--- src/design/mscfg_pkg.sv ---
/*
 * Shared constants and types of the motion sample-rate and tap configuration block.
 * Assumes a single 100 MHz clock; all timing figures are derived from CLK_PERIOD_NS.
 */
`default_nettype none
package mscfg_pkg;

    // ************************************************************
    // register map
    // ************************************************************
    localparam logic [7:0] ADDR_X_ACCEL_OUTPUT = 8'h00;
    localparam logic [7:0] ADDR_Y_ACCEL_OUTPUT = 8'h01;
    localparam logic [7:0] ADDR_Z_ACCEL_OUTPUT = 8'h02;
    localparam logic [7:0] ADDR_TILT_STATUS = 8'h03;
    localparam logic [7:0] ADDR_SAMPLE_RATE_CONFIG = 8'h08;
    localparam logic [7:0] ADDR_TAP_DETECT_CONFIG = 8'h09;
    localparam logic [7:0] SAMPLE_RATE_CONFIG_RST = 8'h00;
    localparam logic [7:0] TAP_DETECT_CONFIG_RST = 8'h00;

    // ************************************************************
    // field positions
    // ************************************************************
    localparam int ACTIVE_RATE_LSB = 0;
    localparam int WAKE_RATE_LSB = 3;
    localparam int DEBOUNCE_LSB = 5;
    localparam int TAP_THRESHOLD_LSB = 0;
    localparam int X_TAP_DISABLE_BIT = 5;
    localparam int Y_TAP_DISABLE_BIT = 6;
    localparam int Z_TAP_DISABLE_BIT = 7;

    // ************************************************************
    // rate codes
    // ************************************************************
    localparam logic [2:0] TAP_DETECT_RATE_MODE = 3'h0;
    localparam logic [2:0] ACTIVE_RATE_4HZ = 3'h5;
    localparam logic [2:0] ACTIVE_RATE_2HZ = 3'h6;
    localparam logic [2:0] ACTIVE_RATE_1HZ = 3'h7;
    localparam logic [1:0] WAKE_RATE_32HZ = 2'h0;
    localparam logic [1:0] WAKE_RATE_16HZ = 2'h1;
    localparam logic [1:0] WAKE_RATE_8HZ = 2'h2;
    localparam logic [1:0] WAKE_RATE_1HZ = 2'h3;

    // ************************************************************
    // timing, sample periods in microseconds, clock period in nanoseconds
    // ************************************************************
    localparam int CLK_PERIOD_NS = 10;
    localparam int T_TAP_MODE_US = 8360;
    localparam int T_32HZ_US = 31250;
    localparam int T_16HZ_US = 62500;
    localparam int T_8HZ_US = 125000;
    localparam int T_4HZ_US = 250000;
    localparam int T_2HZ_US = 500000;
    localparam int T_1HZ_US = 1000000;
    localparam int MEAS_PER_SAMPLE = 32;
    localparam int AVG_SHIFT = 5;

    // ************************************************************
    // widths and carriers
    // ************************************************************
    localparam int ACCEL_W = 6;
    localparam int SUM_W = ACCEL_W + AVG_SHIFT;
    localparam int ORIENT_W = 5;
    localparam int PERIOD_W = 27;

    typedef struct packed {
        logic [2:0][ACCEL_W-1:0] axis; // index 0 = x, 1 = y, 2 = z, signed
    } mscfg_accel_t;

    typedef struct packed {
        logic [7:0] addr;
        logic wr;
        logic rd;
        logic [7:0] wdata;
    } mscfg_reg_req_t;

endpackage : mscfg_pkg
`default_nettype wire

--- src/design/mscfg_top.sv ---
/*
 * Sample-rate, orientation debounce and tap configuration logic of a three-axis motion sensor.
 * Assumes a serial front end delivers register requests and a sensing cell delivers
 * measurements synchronous to CLOCK; orientation code comes from an outside classifier.
 */
`timescale 1ns/1ps
`default_nettype none

module mscfg_top
    import mscfg_pkg::*;
#(
    parameter int CYC_TAP_MODE = T_TAP_MODE_US * 1000 / CLK_PERIOD_NS,
    parameter int CYC_32HZ = T_32HZ_US * 1000 / CLK_PERIOD_NS,
    parameter int CYC_16HZ = T_16HZ_US * 1000 / CLK_PERIOD_NS,
    parameter int CYC_8HZ = T_8HZ_US * 1000 / CLK_PERIOD_NS,
    parameter int CYC_4HZ = T_4HZ_US * 1000 / CLK_PERIOD_NS,
    parameter int CYC_2HZ = T_2HZ_US * 1000 / CLK_PERIOD_NS,
    parameter int CYC_1HZ = T_1HZ_US * 1000 / CLK_PERIOD_NS
) (
    input wire logic CLOCK,
    input wire logic NRST,
    input wire mscfg_pkg::mscfg_reg_req_t REG_REQ,
    output logic [7:0] REG_RDATA,
    input wire logic CELL_VALID,
    input wire mscfg_pkg::mscfg_accel_t CELL_DATA,
    input wire logic [mscfg_pkg::ORIENT_W-1:0] ORIENT_RAW,
    input wire logic AUTO_WAKE_MODE,
    input wire logic AUTO_SLEEP_EN,
    output logic SAMPLE_READY,
    output logic TAP_EVENT,
    output logic SLEEP_COUNT_RESTART
);
    import mscfg_pkg::*;

    typedef enum logic [0:0] {
        ST_WAIT = 1'b0,
        ST_COLLECT = 1'b1
    } mscfg_state_t;

    // ************************************************************
    // registers
    // ************************************************************
    logic [7:0] sample_rate_config_q;
    logic [7:0] tap_detect_config_q;
    logic [2:0][ACCEL_W-1:0] accel_out_q;
    logic [ORIENT_W-1:0] tilt_q;

    logic [2:0] active_rate_select;
    logic [1:0] wake_rate_select;
    logic [2:0] orientation_debounce_len;
    logic [4:0] tap_threshold;
    logic [2:0] axis_tap_disable;
    logic tap_mode;

    assign active_rate_select = sample_rate_config_q[ACTIVE_RATE_LSB +: 3];
    assign wake_rate_select = sample_rate_config_q[WAKE_RATE_LSB +: 2];
    assign orientation_debounce_len = sample_rate_config_q[DEBOUNCE_LSB +: 3];
    assign tap_threshold = tap_detect_config_q[TAP_THRESHOLD_LSB +: 5];
    assign axis_tap_disable = {tap_detect_config_q[Z_TAP_DISABLE_BIT],
                               tap_detect_config_q[Y_TAP_DISABLE_BIT],
                               tap_detect_config_q[X_TAP_DISABLE_BIT]};
    // tap mode only from the active rate, never while waking
    assign tap_mode = !AUTO_WAKE_MODE && (active_rate_select == TAP_DETECT_RATE_MODE);

    always_ff @(posedge CLOCK or negedge NRST) begin
        if (!NRST) begin
            sample_rate_config_q <= SAMPLE_RATE_CONFIG_RST;
            tap_detect_config_q <= TAP_DETECT_CONFIG_RST;
        end else if (REG_REQ.wr) begin
            if (REG_REQ.addr == ADDR_SAMPLE_RATE_CONFIG) begin
                sample_rate_config_q <= REG_REQ.wdata;
            end
            if (REG_REQ.addr == ADDR_TAP_DETECT_CONFIG) begin
                tap_detect_config_q <= REG_REQ.wdata;
            end
        end
    end

    // registered read data; unmapped slots read zero, output-only slots read zero above the field
    always_ff @(posedge CLOCK or negedge NRST) begin
        if (!NRST) begin
            REG_RDATA <= 8'h00;
        end else if (REG_REQ.rd) begin
            unique case (REG_REQ.addr)
                ADDR_X_ACCEL_OUTPUT: REG_RDATA <= {2'h0, accel_out_q[0]};
                ADDR_Y_ACCEL_OUTPUT: REG_RDATA <= {2'h0, accel_out_q[1]};
                ADDR_Z_ACCEL_OUTPUT: REG_RDATA <= {2'h0, accel_out_q[2]};
                ADDR_TILT_STATUS: REG_RDATA <= {3'h0, tilt_q};
                ADDR_SAMPLE_RATE_CONFIG: REG_RDATA <= sample_rate_config_q;
                ADDR_TAP_DETECT_CONFIG: REG_RDATA <= tap_detect_config_q;
                default: REG_RDATA <= 8'h00;
            endcase
        end
    end

    // ************************************************************
    // sample period
    // ************************************************************
    logic [PERIOD_W-1:0] period_cyc;
    logic [PERIOD_W-1:0] period_cnt_q;
    logic sample_tick;

    // period lookup; active codes 001..100 are not served here and fall back to 1 Hz
    always_comb begin
        period_cyc = PERIOD_W'(CYC_1HZ);
        if (AUTO_WAKE_MODE) begin
            unique case (wake_rate_select)
                WAKE_RATE_32HZ: period_cyc = PERIOD_W'(CYC_32HZ);
                WAKE_RATE_16HZ: period_cyc = PERIOD_W'(CYC_16HZ);
                WAKE_RATE_8HZ: period_cyc = PERIOD_W'(CYC_8HZ);
                WAKE_RATE_1HZ: period_cyc = PERIOD_W'(CYC_1HZ);
            endcase
        end else begin
            unique case (active_rate_select)
                TAP_DETECT_RATE_MODE: period_cyc = PERIOD_W'(CYC_TAP_MODE);
                ACTIVE_RATE_4HZ: period_cyc = PERIOD_W'(CYC_4HZ);
                ACTIVE_RATE_2HZ: period_cyc = PERIOD_W'(CYC_2HZ);
                ACTIVE_RATE_1HZ: period_cyc = PERIOD_W'(CYC_1HZ);
                default: period_cyc = PERIOD_W'(CYC_1HZ);
            endcase
        end
    end

    // free-running period counter; >= compare keeps a shortened period from overrunning
    assign sample_tick = (period_cnt_q >= period_cyc - PERIOD_W'(1));
    always_ff @(posedge CLOCK or negedge NRST) begin
        if (!NRST) begin
            period_cnt_q <= '0;
        end else if (sample_tick) begin
            period_cnt_q <= '0;
        end else begin
            period_cnt_q <= period_cnt_q + PERIOD_W'(1);
        end
    end

    // ************************************************************
    // averaging of 32 measurements
    // ************************************************************
    mscfg_state_t state_q;
    logic [5:0] meas_cnt_q;
    logic [2:0][SUM_W-1:0] sum_q;
    logic avg_done;
    logic [2:0] tap_hit;

    assign avg_done = (state_q == ST_COLLECT) && CELL_VALID && (meas_cnt_q == 6'(MEAS_PER_SAMPLE - 1));

    // a tick while still collecting is ignored: the sample in progress finishes first
    always_ff @(posedge CLOCK or negedge NRST) begin
        if (!NRST) begin
            state_q <= ST_WAIT;
            meas_cnt_q <= 6'h00;
        end else begin
            unique case (state_q)
                ST_WAIT: begin
                    if (sample_tick) begin
                        state_q <= ST_COLLECT;
                        meas_cnt_q <= 6'h00;
                    end
                end
                ST_COLLECT: begin
                    if (avg_done) begin
                        state_q <= ST_WAIT;
                    end else if (CELL_VALID) begin
                        meas_cnt_q <= meas_cnt_q + 6'h01;
                    end
                end
            endcase
        end
    end

    genvar ax;
    generate
        for (ax = 0; ax < 3; ax++) begin : g_axis
            always_ff @(posedge CLOCK or negedge NRST) begin
                if (!NRST) begin
                    sum_q[ax] <= '0;
                    accel_out_q[ax] <= '0;
                end else if (state_q == ST_WAIT) begin
                    sum_q[ax] <= '0;
                end else if (CELL_VALID) begin
                    sum_q[ax] <= SUM_W'(sum_q[ax] + {{AVG_SHIFT{CELL_DATA.axis[ax][ACCEL_W-1]}}, CELL_DATA.axis[ax]});
                    if (avg_done) begin
                        accel_out_q[ax] <= ACCEL_W'((sum_q[ax] + {{AVG_SHIFT{CELL_DATA.axis[ax][ACCEL_W-1]}},
                                                      CELL_DATA.axis[ax]}) >> AVG_SHIFT);
                    end
                end
            end

            mscfg_tap_axis u_tap (
                .clk(CLOCK),
                .nrst(NRST),
                .meas_valid(CELL_VALID && tap_mode),
                .value(CELL_DATA.axis[ax]),
                .threshold(tap_threshold),
                .axis_enable(!axis_tap_disable[ax]),
                .hit(tap_hit[ax])
            );
        end
    endgenerate

    always_ff @(posedge CLOCK or negedge NRST) begin
        if (!NRST) begin
            SAMPLE_READY <= 1'b0;
        end else begin
            SAMPLE_READY <= avg_done;
        end
    end

    // ************************************************************
    // orientation debounce
    // ************************************************************
    logic [ORIENT_W-1:0] orient_prev_q;
    logic [2:0] run_q;
    logic [2:0] run_d;

    // a differing sample restarts the run
    always_comb begin
        if (ORIENT_RAW != orient_prev_q) begin
            run_d = 3'h0;
        end else if (run_q != 3'h7) begin
            run_d = run_q + 3'h1;
        end else begin
            run_d = run_q;
        end
    end

    always_ff @(posedge CLOCK or negedge NRST) begin
        if (!NRST) begin
            orient_prev_q <= '0;
            run_q <= 3'h0;
            tilt_q <= '0;
        end else if (avg_done) begin
            orient_prev_q <= ORIENT_RAW;
            run_q <= run_d;
            if (run_d >= orientation_debounce_len) begin
                tilt_q <= ORIENT_RAW;
            end
        end
    end

    // ************************************************************
    // tap event
    // ************************************************************
    // tap restarts the inactivity count only with all axes enabled
    always_ff @(posedge CLOCK or negedge NRST) begin
        if (!NRST) begin
            TAP_EVENT <= 1'b0;
            SLEEP_COUNT_RESTART <= 1'b0;
        end else begin
            TAP_EVENT <= |tap_hit;
            SLEEP_COUNT_RESTART <= (|tap_hit) && (axis_tap_disable == 3'h0) && tap_mode && AUTO_SLEEP_EN;
        end
    end
endmodule : mscfg_top
`default_nettype wire

--- src/design/mscfg_tap_axis.sv ---
/*
 * One axis of tap detection: fast and slow filtered responses, threshold compare.
 * Assumes meas_valid pulses once per sensing-cell measurement, value signed.
 */
`timescale 1ns/1ps
`default_nettype none
module mscfg_tap_axis (
    input wire logic clk,
    input wire logic nrst,
    input wire logic meas_valid,
    input wire logic [5:0] value,
    input wire logic [4:0] threshold,
    input wire logic axis_enable,
    output logic hit
);
    logic signed [5:0] prev_q;
    logic signed [9:0] slow_q;
    logic signed [6:0] fast;
    logic signed [9:0] slow_step;
    logic signed [6:0] delta;
    logic [6:0] abs_delta;

    // fast response: rolling mean of current and last measurement
    assign fast = 7'(($signed(value) + prev_q) >>> 1);
    // slow response: first-order lag with three fraction bits
    assign slow_step = 10'(($signed({value, 3'h0}) - slow_q) >>> 3);
    assign delta = 7'(fast - 7'(slow_q >>> 3));
    assign abs_delta = delta[6] ? 7'(-delta) : delta;

    // filters advance only on a new measurement
    always_ff @(posedge clk or negedge nrst) begin
        if (!nrst) begin
            prev_q <= 6'sh00;
            slow_q <= 10'sh000;
        end else if (meas_valid) begin
            prev_q <= $signed(value);
            slow_q <= 10'(slow_q + slow_step);
        end
    end

    always_ff @(posedge clk or negedge nrst) begin
        if (!nrst) begin
            hit <= 1'b0;
        end else begin
            hit <= meas_valid && axis_enable && (abs_delta > {2'h0, threshold});
        end
    end
endmodule : mscfg_tap_axis
`default_nettype wire

--- config.mk ---
export PLATFORM = sky130hd
export DESIGN_NAME = mscfg_top
export DESIGN_NICKNAME = d
export VERILOG_FILES = /design/src/design/mscfg_pkg.sv /design/src/design/mscfg_top.sv /design/src/design/mscfg_tap_axis.sv
export SDC_FILE = /design/constraint.sdc
export NUM_CORES = 1
export LEC_CHECK = 0
export ABC_AREA = 0
export BUFFER_PORTS_ARGS = -buffer_cell sky130_fd_sc_hd__buf_2
export CAP_MARGIN = 15
export CELL_PAD_IN_SITES_DETAIL_PLACEMENT = 1
export CELL_PAD_IN_SITES_GLOBAL_PLACEMENT = 1
export CORE_UTILIZATION = 32
export CTS_BUF_LIST = sky130_fd_sc_hd__clkbuf_4 sky130_fd_sc_hd__clkbuf_8
export DETAILED_ROUTE_END_ITERATION = 7
export GPL_ROUTABILITY_DRIVEN = 0
export PLACE_DENSITY = 0.63
export SKIP_LAST_GASP = 1
export SYNTH_ARGS = -nofsm -noshare
export SYNTH_HDL_FRONTEND = slang
export SYNTH_SLANG_ARGS = --single-unit
--- constraint.sdc ---
create_clock -name CLOCK -period 5 [get_ports CLOCK]
set_input_delay 0.25 -clock CLOCK [delete_from_list [all_inputs] [get_ports CLOCK]]
set_output_delay 0.25 -clock CLOCK [all_outputs]
set_load 0.05 [all_outputs]
# [After elaboration in Yosys (flattened, before gate mapping)]
# Cells that the tools add are included.
# W data, S select, Z words.
[word_totals] input_bits=46 elab_cells=121 output_inout_bits=11 reg_bits=176
[op_classes] muxes=23 n_addsub=22 n_bitwise=1 n_eq_ne=16 n_reduce_logical=27 order_cmp=5
[ops] operator="$pmux W27 S4" n=1
[ops] operator="$pmux W27 S3" n=1
[ops] operator="$mux W11" n=6
[ops] operator="$mux W27" n=2
[ops] operator="$pmux W8 S6" n=1
[ops] operator="$add A11 B11 Y11" n=3
[ops] operator="$add A10 B7 Y10" n=3
[ops] operator="$sub A9 B10 Y10" n=3
[ops] operator="$add A27 B1 Y27 const B" n=1
[ops] operator="$ge A27 B27 Y1" n=1
[ops] operator="$sub A27 B1 Y27 const B" n=1
[ops] operator="$add A6 B6 Y7" n=3
[ops] operator="$gt A7 B5 Y1" n=3
[ops] operator="$mux W7" n=3
[ops] operator="$neg A7 Y7" n=3
[ops] operator="$sub A6 B7 Y7" n=3
[ops] operator="$mux W6" n=3
[ops] operator="$eq A8 B2 Y1 const B" n=2
[ops] operator="$eq A8 B4 Y1 const B" n=2
[ops] operator="$logic_and A1 B1 Y1" n=13
[ops] operator="$pmux W6 S2" n=1
[ops] operator="$eq A8 B1 Y1 const B" n=1
[ops] operator="$logic_not A8 Y1" n=1
[ops] operator="$add A6 B1 Y6 const B" n=1
[ops] operator="other kinds (19)" n=32

# [Depth between registers and ports, before layout]
# Gate-level depths: netlist of the first run.
[logic_depth] word_depth=7 ltp_mapped=20 depth_no_buf=20

# [Hierarchy]
# A second synthesis of the first run with hierarchy kept.
[unflattened] cells_unflattened=1492 hier_area_um2=13563.0
[modules_own_cells] module="mscfg_top" seq_area_each_um2=3128.0 area_per_inst_um2=7853.8 cells_per_inst=860 n_inst=1
[modules_own_cells] module="mscfg_tap_axis (g_axis[0].u_tap ...)" seq_area_each_um2=425.4 area_per_inst_um2=1899.3 cells_per_inst=211 n_inst=2
[modules_own_cells] module="mscfg_tap_axis (g_axis[2].u_tap)" seq_area_each_um2=425.4 area_per_inst_um2=1910.6 cells_per_inst=210 n_inst=1

# [Least setup slack after synthesis of the first run]
# OpenSTA, ideal clock, no wires.
[synth_timing] path_type="register to register" from="register g_axis[0].u_tap.prev_q[0]" to="register g_axis[0].u_tap.hit" stages_incl_launch_ff=21 setup_time_ns=0.131 required_ns=4.869 path_slack_ns=1.126 synth_period_minus_slack_ns=3.874 arrival_time_ns=3.744 path_buffers=0 cell_sequence="dfrtp_1 -> and2_1 -> fa_1 -> inv_1 -> ha_1 -> fa_1 -> nor2b_1 -> o21ai_0 -> nand2b_1 -> a31oi_1 -> xnor2_1 -> nor2_1 -> a21oi_1 -> ha_1 -> nor2b_1 -> o21ai_0 -> nand2b_1 -> a211oi_1 -> nor2_1 -> nor4_1 -> nor4b_1"
[synth_between] elab_chain_len=6
[synth_lines] item="from (decl)" line="mscfg_tap_axis.sv:16" rtl="logic signed [5:0] prev_q;"
[synth_lines] item="from (signal assigned)" line="mscfg_tap_axis.sv:36" rtl="prev_q <= $signed(value);"
[synth_lines] item="$add A6 B6 Y7 (*)" line="mscfg_tap_axis.sv:24" rtl="assign fast = 7'(($signed(value) + prev_q) >>> 1);"
[synth_lines] item="$sub A6 B7 Y7 (*)" line="mscfg_tap_axis.sv:27" rtl="assign delta = 7'(fast - 7'(slow_q >>> 3));"
[synth_lines] item="$neg A7 Y7" line="mscfg_tap_axis.sv:28" rtl="assign abs_delta = delta[6] ? 7'(-delta) : delta;"
[synth_lines] item="$mux W7 (*)" line="mscfg_tap_axis.sv:28"
[synth_lines] item="$gt A7 B5 Y1 (*)" line="mscfg_tap_axis.sv:45" rtl="hit <= meas_valid && axis_enable && (abs_delta > {2'h0, threshold});"
[synth_lines] item="$logic_and A1 B1 Y1 (*)" line="mscfg_tap_axis.sv:45"
[synth_lines] item="to (signal assigned)" line="mscfg_tap_axis.sv:45"
[synth_lines] item="to (decl)" line="mscfg_tap_axis.sv:14" rtl="output logic hit"
# Every way passes the cells marked *; elsewhere a longest branch is shown, timed or not.
# A chain may end at the register's enable or synchronous reset.

# [Worst setup path after layout of the first run]
[layout_timing] from="input CELL_DATA[0] in the netlist's numbering" to="register g_axis[0].u_tap.hit"
[layout_between] elab_chain_len=6
[layout_lines] item="from (decl)" line="mscfg_top.sv:25" rtl="input wire mscfg_pkg::mscfg_accel_t CELL_DATA,"
[layout_lines] item="$add A6 B6 Y7 (*)" line="mscfg_tap_axis.sv:24"
[layout_lines] item="$sub A6 B7 Y7 (*)" line="mscfg_tap_axis.sv:27"
[layout_lines] item="$neg A7 Y7" line="mscfg_tap_axis.sv:28"
[layout_lines] item="$mux W7 (*)" line="mscfg_tap_axis.sv:28"
[layout_lines] item="$gt A7 B5 Y1 (*)" line="mscfg_tap_axis.sv:45"
[layout_lines] item="$logic_and A1 B1 Y1 (*)" line="mscfg_tap_axis.sv:45"
# Marked as above.

==> run summary, run 1 <==
reg-to-reg slack, setup - 0.55 ns
clk sinks - 176
ANT nets after route - 0
fillcell total - 4796
die width - 206 µm
top_reg_cell synth - dfrtp_1
DRT Wirelength - 35500 µm
fin. max-slew vios - 0
total gr overflow - 0
measured slew at the worst slew-check pin - 0.868 ns
CTS tree - built
Syn Nets - 1705
reg2reg start - g_axis[0].u_tap.prev_q[0]$_DFFE_PN0P_
Post-DP Area - 14200 µm²
Avg Cell Area, Syn - 9.00 µm²
EDFF count, synth - 0
gr usage total - 17.9%
WL/cell - 16.9 µm
clk_lat worst skew - 0.55 ns
pin count of the biggest net entering global routing - 111
failing checks - DRC
Yosys top cell by area - dfrtp_1
chip height - 206 µm
Bufs on Longest Clock Path - 2
core area - 41000 µm²
outcome - complete, but fails checks
synth warn - 0
Worst Setup Path Type - primary input to flip-flop
main combinational cell family by area after synthesis - simple AND/OR/NAND/NOR gates
initial antenna violation count - 0
fin nets - 1782
# rows - 74
PortBufs - 56
post-synth cell types - 64
# hold bufs at CTS - 30
Async SR Flop Fraction - 100%
Initial Utilization - 32.5%
WHS Endpoint - REG_RDATA[7]$_DFFE_PN0P_
DRC errors left - 12
complex-gate fraction of the synthesized area - 15.8%
max-cap viol count - 0
H-tree level count - 4
first-pass GRT wire length - 59800 µm
Lkg Pwr - 7.07 nW
commonest non-fill, non-tap cells in the layout - nand2_1, dfrtp_1, ha_1
share of cells above drive strength 1 - 9.09%
Post-CTS Setup Bufs - 0
commonest non-fill, non-tap cell in the layout - nand2_1
post-route minimum period - 4.47 ns
proportion of netlist area held by the largest area contributor - 33.0%
Hold Path Class - primary input to flip-flop
Peak VDD IR - 0.000305 V
I/O Pins - 57
Worst setup SP type - primary input
hpwl dp - 26600 µm
Min-Delay Path Depth - 2
# resized after CTS - 0
Max Clock Skew - 0.0145 ns
setup TNS - 0 ns
RR Endpoint - g_axis[0].u_tap.hit$_DFF_PN0_
sequential fraction of the synthesis area - 33.0%
Iteration-0 DRC Markers - 500
vias in the first global route - 11.7k
Final Hold Vio Count - 0
Setup crit end kind - flip-flop
routed vias - 11.0k
xor-xnor portion of the synthesized cell area - 8.40%
Max-Slew Margin vs Limit - 42.1%
Yosys reg bits - 176
clk slew on worst S/H paths - 0.10 ns
R2R cell count - 20
synth top area cells - dfrtp_1, ha_1, nand2_1, xnor2_1, xor2_1
Syn-to-layout area delta - 12.0%
Worst EP arrival - 4.86 ns
Synth Cell Area - 13400 µm²
crit-path max FO - 7
unrepaired setup endpoints after global routing - false
Fmax - 0.224 GHz
CTS Buf Count - 17
Hold Startpoint - REG_REQ[8]
root buf cell - clkbuf_8
post-route cell area - 15000 µm²
Die Area - 42500 µm²
part of the cycle the worst path needs - 89.3%
power per cell area - 658 nW/µm²
setup violators final - 0
proportion of synthesized area in mux cells - 4.06%
DRT Pass-1 Iters - 6
CP required - 5.40 ns
simple-gate share of the synthesized area - 18.8%
routed vias/inst - 5.23
cell count after synthesis - 1483
Synth Area in Adders - 17.2%
registers in the layout (all words and copies together) (netlist names):
register / count
REG_RDATA: 8
SAMPLE_READY: 1
SLEEP_COUNT_RESTART: 1
TAP_EVENT: 1
accel_out_q: 18
g_axis.u_tap.hit: 3
g_axis.u_tap.prev_q: 18
g_axis.u_tap.slow_q: 30
meas_cnt_q: 6
orient_prev_q: 5
period_cnt_q: 27
run_q: 3
sample_rate_config_q: 8
state_q: 1
sum_q: 33
tap_detect_config_q: 8
tilt_q: 5
synth_stat cells, drive strengths merged (6+ instances only):
| cell | instances |
|---|---|
| nand2 | 205 |
| dfrtp | 176 |
| ha | 164 |
| nor2 | 128 |
| o21ai | 81 |
| a21oi | 75 |
| xnor2 | 67 |
| xor2 | 61 |
| inv | 57 |
| nor3 | 38 |
| a21o | 34 |
| o21a | 28 |
| clkbuf | 26 |
| mux2i | 26 |
| mux2 | 23 |
| nand3 | 23 |
| nor2b | 23 |
| nand4 | 22 |
| a31oi | 20 |
| nor4 | 20 |
| a22oi | 14 |
| nand2b | 14 |
| a211o | 12 |
| a211oi | 12 |
| and3 | 12 |
| fa | 12 |
| buf | 11 |
| nor4b | 11 |
| and2 | 10 |
| or4 | 9 |
| o31ai | 8 |
| o21bai | 7 |
| or2 | 6 |
| or3 | 6 |
kinds of logic after synthesis:
kind of cell	Yosys count
muxes	50
AOI/OAI and AO/OA	326
xor gates and xnor gates	128
DFF	176
adders and majority gates	177
buffers and inverters	95
and+or+nand+nor	531
through the flow:
| step | hold WS (ns) | power, mW | cells | utilization, % | worst slack [ns] |
|---|---|---|---|---|---|
| after floorplan | -0.0456 | 7.31 | 1483 | - | 1.13 |
| after global placement | 0.294 | 8.50 | 2043 | 34.7 | 0.699 |
| after detailed placement | 0.303 | 8.77 | 2043 | 34.7 | 0.532 |
| after CTS | 0.0422 | 9.98 | 2105 | 36.4 | 0.520 |
| after global routing | 0.0708 | 11.0 | 2105 | 36.4 | 0.159 |
| final | 0.0924 | 9.84 | 2106 | 36.5 | 0.533 |
worst max-delay path: stages:
cell and delay (ns):
dlygate4sd3_1 0.54, buf_2 0.15, and2_1 0.18, fa_1 0.43
xor2_1 0.23, inv_1 0.08, fa_1 0.44, nor2b_1 0.12
o21ai_0 0.09, nand2b_1 0.12, a31oi_1 0.11, xnor2_1 0.49
nor2_1 0.09, a21oi_1 0.16, ha_1 0.27, nor2b_1 0.13
o21ai_0 0.14, nand2b_1 0.08, a211oi_1 0.31, nor2_1 0.08
nor4_1 0.28, nor4b_1 0.10
cell type report:
type	instances	area, µm²	share of cell area (%)
antenna	1	2.50	0.0167
clock buffer	19	262	1.75
clock inverter	13	151	1.01
inverter	58	218	1.46
multi-input combinational	1212	8580	57.4
sequential	176	4400	29.5
tap	532	666	4.45
timing repair buffer	95	669	4.48
worst max path at each step:
stage,slack [ns],endpoint,startpoint,depth (start not counted)
after floorplan,1.13,g_axis[0].u_tap.hit$_DFF_PN0_,g_axis[0].u_tap.prev_q[0]$_DFFE_PN0P_,20
after global placement,0.70,g_axis[0].u_tap.hit$_DFF_PN0_,CELL_DATA[0],21
after detailed placement,0.53,g_axis[0].u_tap.hit$_DFF_PN0_,CELL_DATA[0],21
after CTS,0.52,g_axis[0].u_tap.hit$_DFF_PN0_,g_axis[0].u_tap.prev_q[0]$_DFFE_PN0P_,20
after global routing,0.16,g_axis[0].u_tap.hit$_DFF_PN0_,g_axis[0].u_tap.prev_q[0]$_DFFE_PN0P_,20
final,0.53,g_axis[0].u_tap.hit$_DFF_PN0_,CELL_DATA[0],22
power breakdown:
part           internal [mW]  total [mW]  switching (mW)
Sequential              1.85        2.26           0.403
Clock                  0.480        1.11           0.633
Combinational           2.91        6.47            3.55
Total                   5.25        9.84            4.59
routing by layer:
layer	vias up	global-route usage, %	part of all wire (%)
met4	0	4.83	1.4
met5	-	0	0
met3	30	3.15	2.3
met2	80	31.3	49
met1	5471	22.5	47
li1	5439	-	-
Note: power is estimated with default switching activity, not from simulation.
==> run 2, diff against run 1 <==
- clock period: 5 -> 4.5 ns (I/O delays scaled with it)
==> run summary, run 2 (synthesized netlist as in run 1, its figures left out) <==
max-cap viol count - 0
unrepaired setup endpoints after global routing - true
Max-Slew Margin vs Limit - 35.4%
final hold slack - 0.0406 ns
Max Clock Skew - 0.0117 ns
routed length on met1 - 17000 µm
Initial Utilization - 32.5%
CP required - 4.85 ns
core area - 41000 µm²
WL/cell - 16.9 µm
fillcell total - 4799
Fmax - 0.239 GHz
Syn-to-layout area delta - 12.7%
post-route minimum period - 4.19 ns
crit-path max FO - 6
share of cells above drive strength 1 - 9.94%
outcome - complete, but fails checks
ANT nets after route - 0
routed vias - 11.0k
Final Power - 11.1 mW
fin nets - 1789
top layer in use - met4
PortBufs - 56
measured slew at the worst slew-check pin - 0.966 ns
met2 routed WL - 17600 µm
initial antenna violation count - 0
DRT Wirelength - 35700 µm
DRT Pass-1 Iters - 6
clk sinks - 176
routed vias/inst - 5.19
part of the cycle the worst path needs - 93.1%
Setup crit end kind - flip-flop
antenna cells - 0
clk_lat worst skew - 0.51 ns
Lkg Pwr - 7.12 nW
Worst EP arrival - 4.54 ns
Worst Setup Path Type - primary input to flip-flop
DRC errors left - 6
total gr overflow - 0
Top Registers - sum_q (33), g_axis.u_tap.slow_q (30), period_cnt_q (27)
CP Cell Sequence - dlygate4sd3_1 > buf_2 > ha_1 > a21o_1 > a21oi_1 > xnor2_1 > ha_1 > nor2b_1 > o21ai_0 > nand2b_1 > a31oi_1 > xor2_1 > nand2_1 > o21ai_0 > ha_1 > nor2b_1 > o21a_1 > o21ai_0 > a21oi_1 > nor4_1 > a2111oi_2
power per cell area - 739 nW/µm²
root buf cell - clkbuf_8
Hold Path Class - primary input to flip-flop
die width - 206 µm
I/O Pins - 57
Peak VDD IR - 0.000374 V
Bufs on Longest Clock Path - 2
Final Util - 36.7%
commonest non-fill, non-tap cells in the layout - nand2_1, dfrtp_1, ha_1
CTS Buf Count - 17
failing checks - DRC
hpwl dp - 27300 µm
gr usage total - 17.8%
CTS tree - built
Worst setup SP type - primary input
fin. max-slew vios - 0
pin count of the biggest net entering global routing - 102
first-pass GRT wire length - 60400 µm
number of flip-flops in the largest register - 33
Die Area - 42500 µm²
H-tree level count - 4
Final Hold Vio Count - 0
Iteration-0 DRC Markers - 398
# rows - 74
routed wl met3 - 680 µm
Worst path max stage delay - 0.55 ns
clk slew on worst S/H paths - 0.10 ns
commonest non-fill, non-tap cell in the layout - nand2_1
Biggest register - sum_q
vias in the first global route - 11.9k
chip height - 206 µm
setup violators final - 0
Worst path slowest cell - dlygate4sd3_1
[run 2: cell types whose count changed in the layout (fill, tap and decap cells not counted), sizes merged]
cell | before | now
buf | 64 | 73
clkbuf | 20 | 22
dlygate4sd3 | 30 | 28
inv | 62 | 60
bufinv | 2 | 3
clkinv | 5 | 4
diode | 1 | 0
[run 2: critical path, delay by kind of cell]
kind	cells	cell delay, ns
compound gates	9	1.44
xor+xnor	2	0.45
fa+ha+maj	3	0.86
buf+inv	2	0.74
simple gates	5	0.82
[run 2: metrics by stage]
stage                     std cells  worst slack (ns)  TNS [ns]  cell area [µm²]
after floorplan                1483             0.626         0            13400
after global placement         2050             0.402         0            14300
after detailed placement       2050             0.217         0            14300
after CTS                      2110             0.222         0            15000
after global routing           2112           -0.0346   -0.0346            15000
final                          2112             0.310         0            15000
[run 2: where the power goes]
group,switching (mW),leakage [nW],total (mW),internal (mW)
Sequential,0.451,2.25,2.51,2.06
Clock,0.651,0.214,1.25,0.597
Combinational,4.03,4.65,7.36,3.33
[run 2: worst paths after layout]
| path | cells past startpoint | endpoint | slack (ns) | start |
|---|---|---|---|---|
| max | 21 | g_axis[2].u_tap.hit$_DFF_PN0_ | 0.31 | CELL_DATA[13] |
| min | 4 | REG_RDATA[5]$_DFFE_PN0P_ | 0.04 | REG_REQ[16] |
| max reg2reg | 19 | g_axis[2].u_tap.hit$_DFF_PN0_ | 0.37 | g_axis[2].u_tap.prev_q[1]$_DFFE_PN0P_ |
| min reg2reg | 2 | g_axis[2].u_tap.prev_q[0]$_DFFE_PN0P_ | 0.47 | g_axis[2].u_tap.prev_q[0]$_DFFE_PN0P_ |
| max in group asynchronous | 3 | meas_cnt_q[5]$_DFFE_PN0P_ | 3.14 | NRST |
| min in group asynchronous | 2 | g_axis[2].u_tap.slow_q[2]$_DFFE_PN0P_ | 0.40 | NRST |
[run 2: what timing repair did]
item / CTS / global route
setup buffers: 0 / 2
gates resized for setup: 0 / 5
hold buffers: 28 / 0
setup endpoints to repair: 0 / 3
hold endpoints to repair: 136 / 0
[run 2: area by class of cell]
cell class | instances | area, µm² | area share, %
flip-flops and latches | 176 | 4400 | 29.3
clock buffers | 21 | 277 | 1.84
repair buffers | 102 | 717 | 4.77
clock inverters | 11 | 154 | 1.02
well taps | 532 | 666 | 4.42
multi-input cells | 1212 | 8610 | 57.2
inverters | 58 | 218 | 1.45
[run 2: routing by layer]
layer / up-vias / GRT usage [%]
met4: 0 / 3.86
met3: 21 / 2.92
li1: 5438 / -
met2: 74 / 31.9
met1: 5418 / 22.4
met5: - / 0
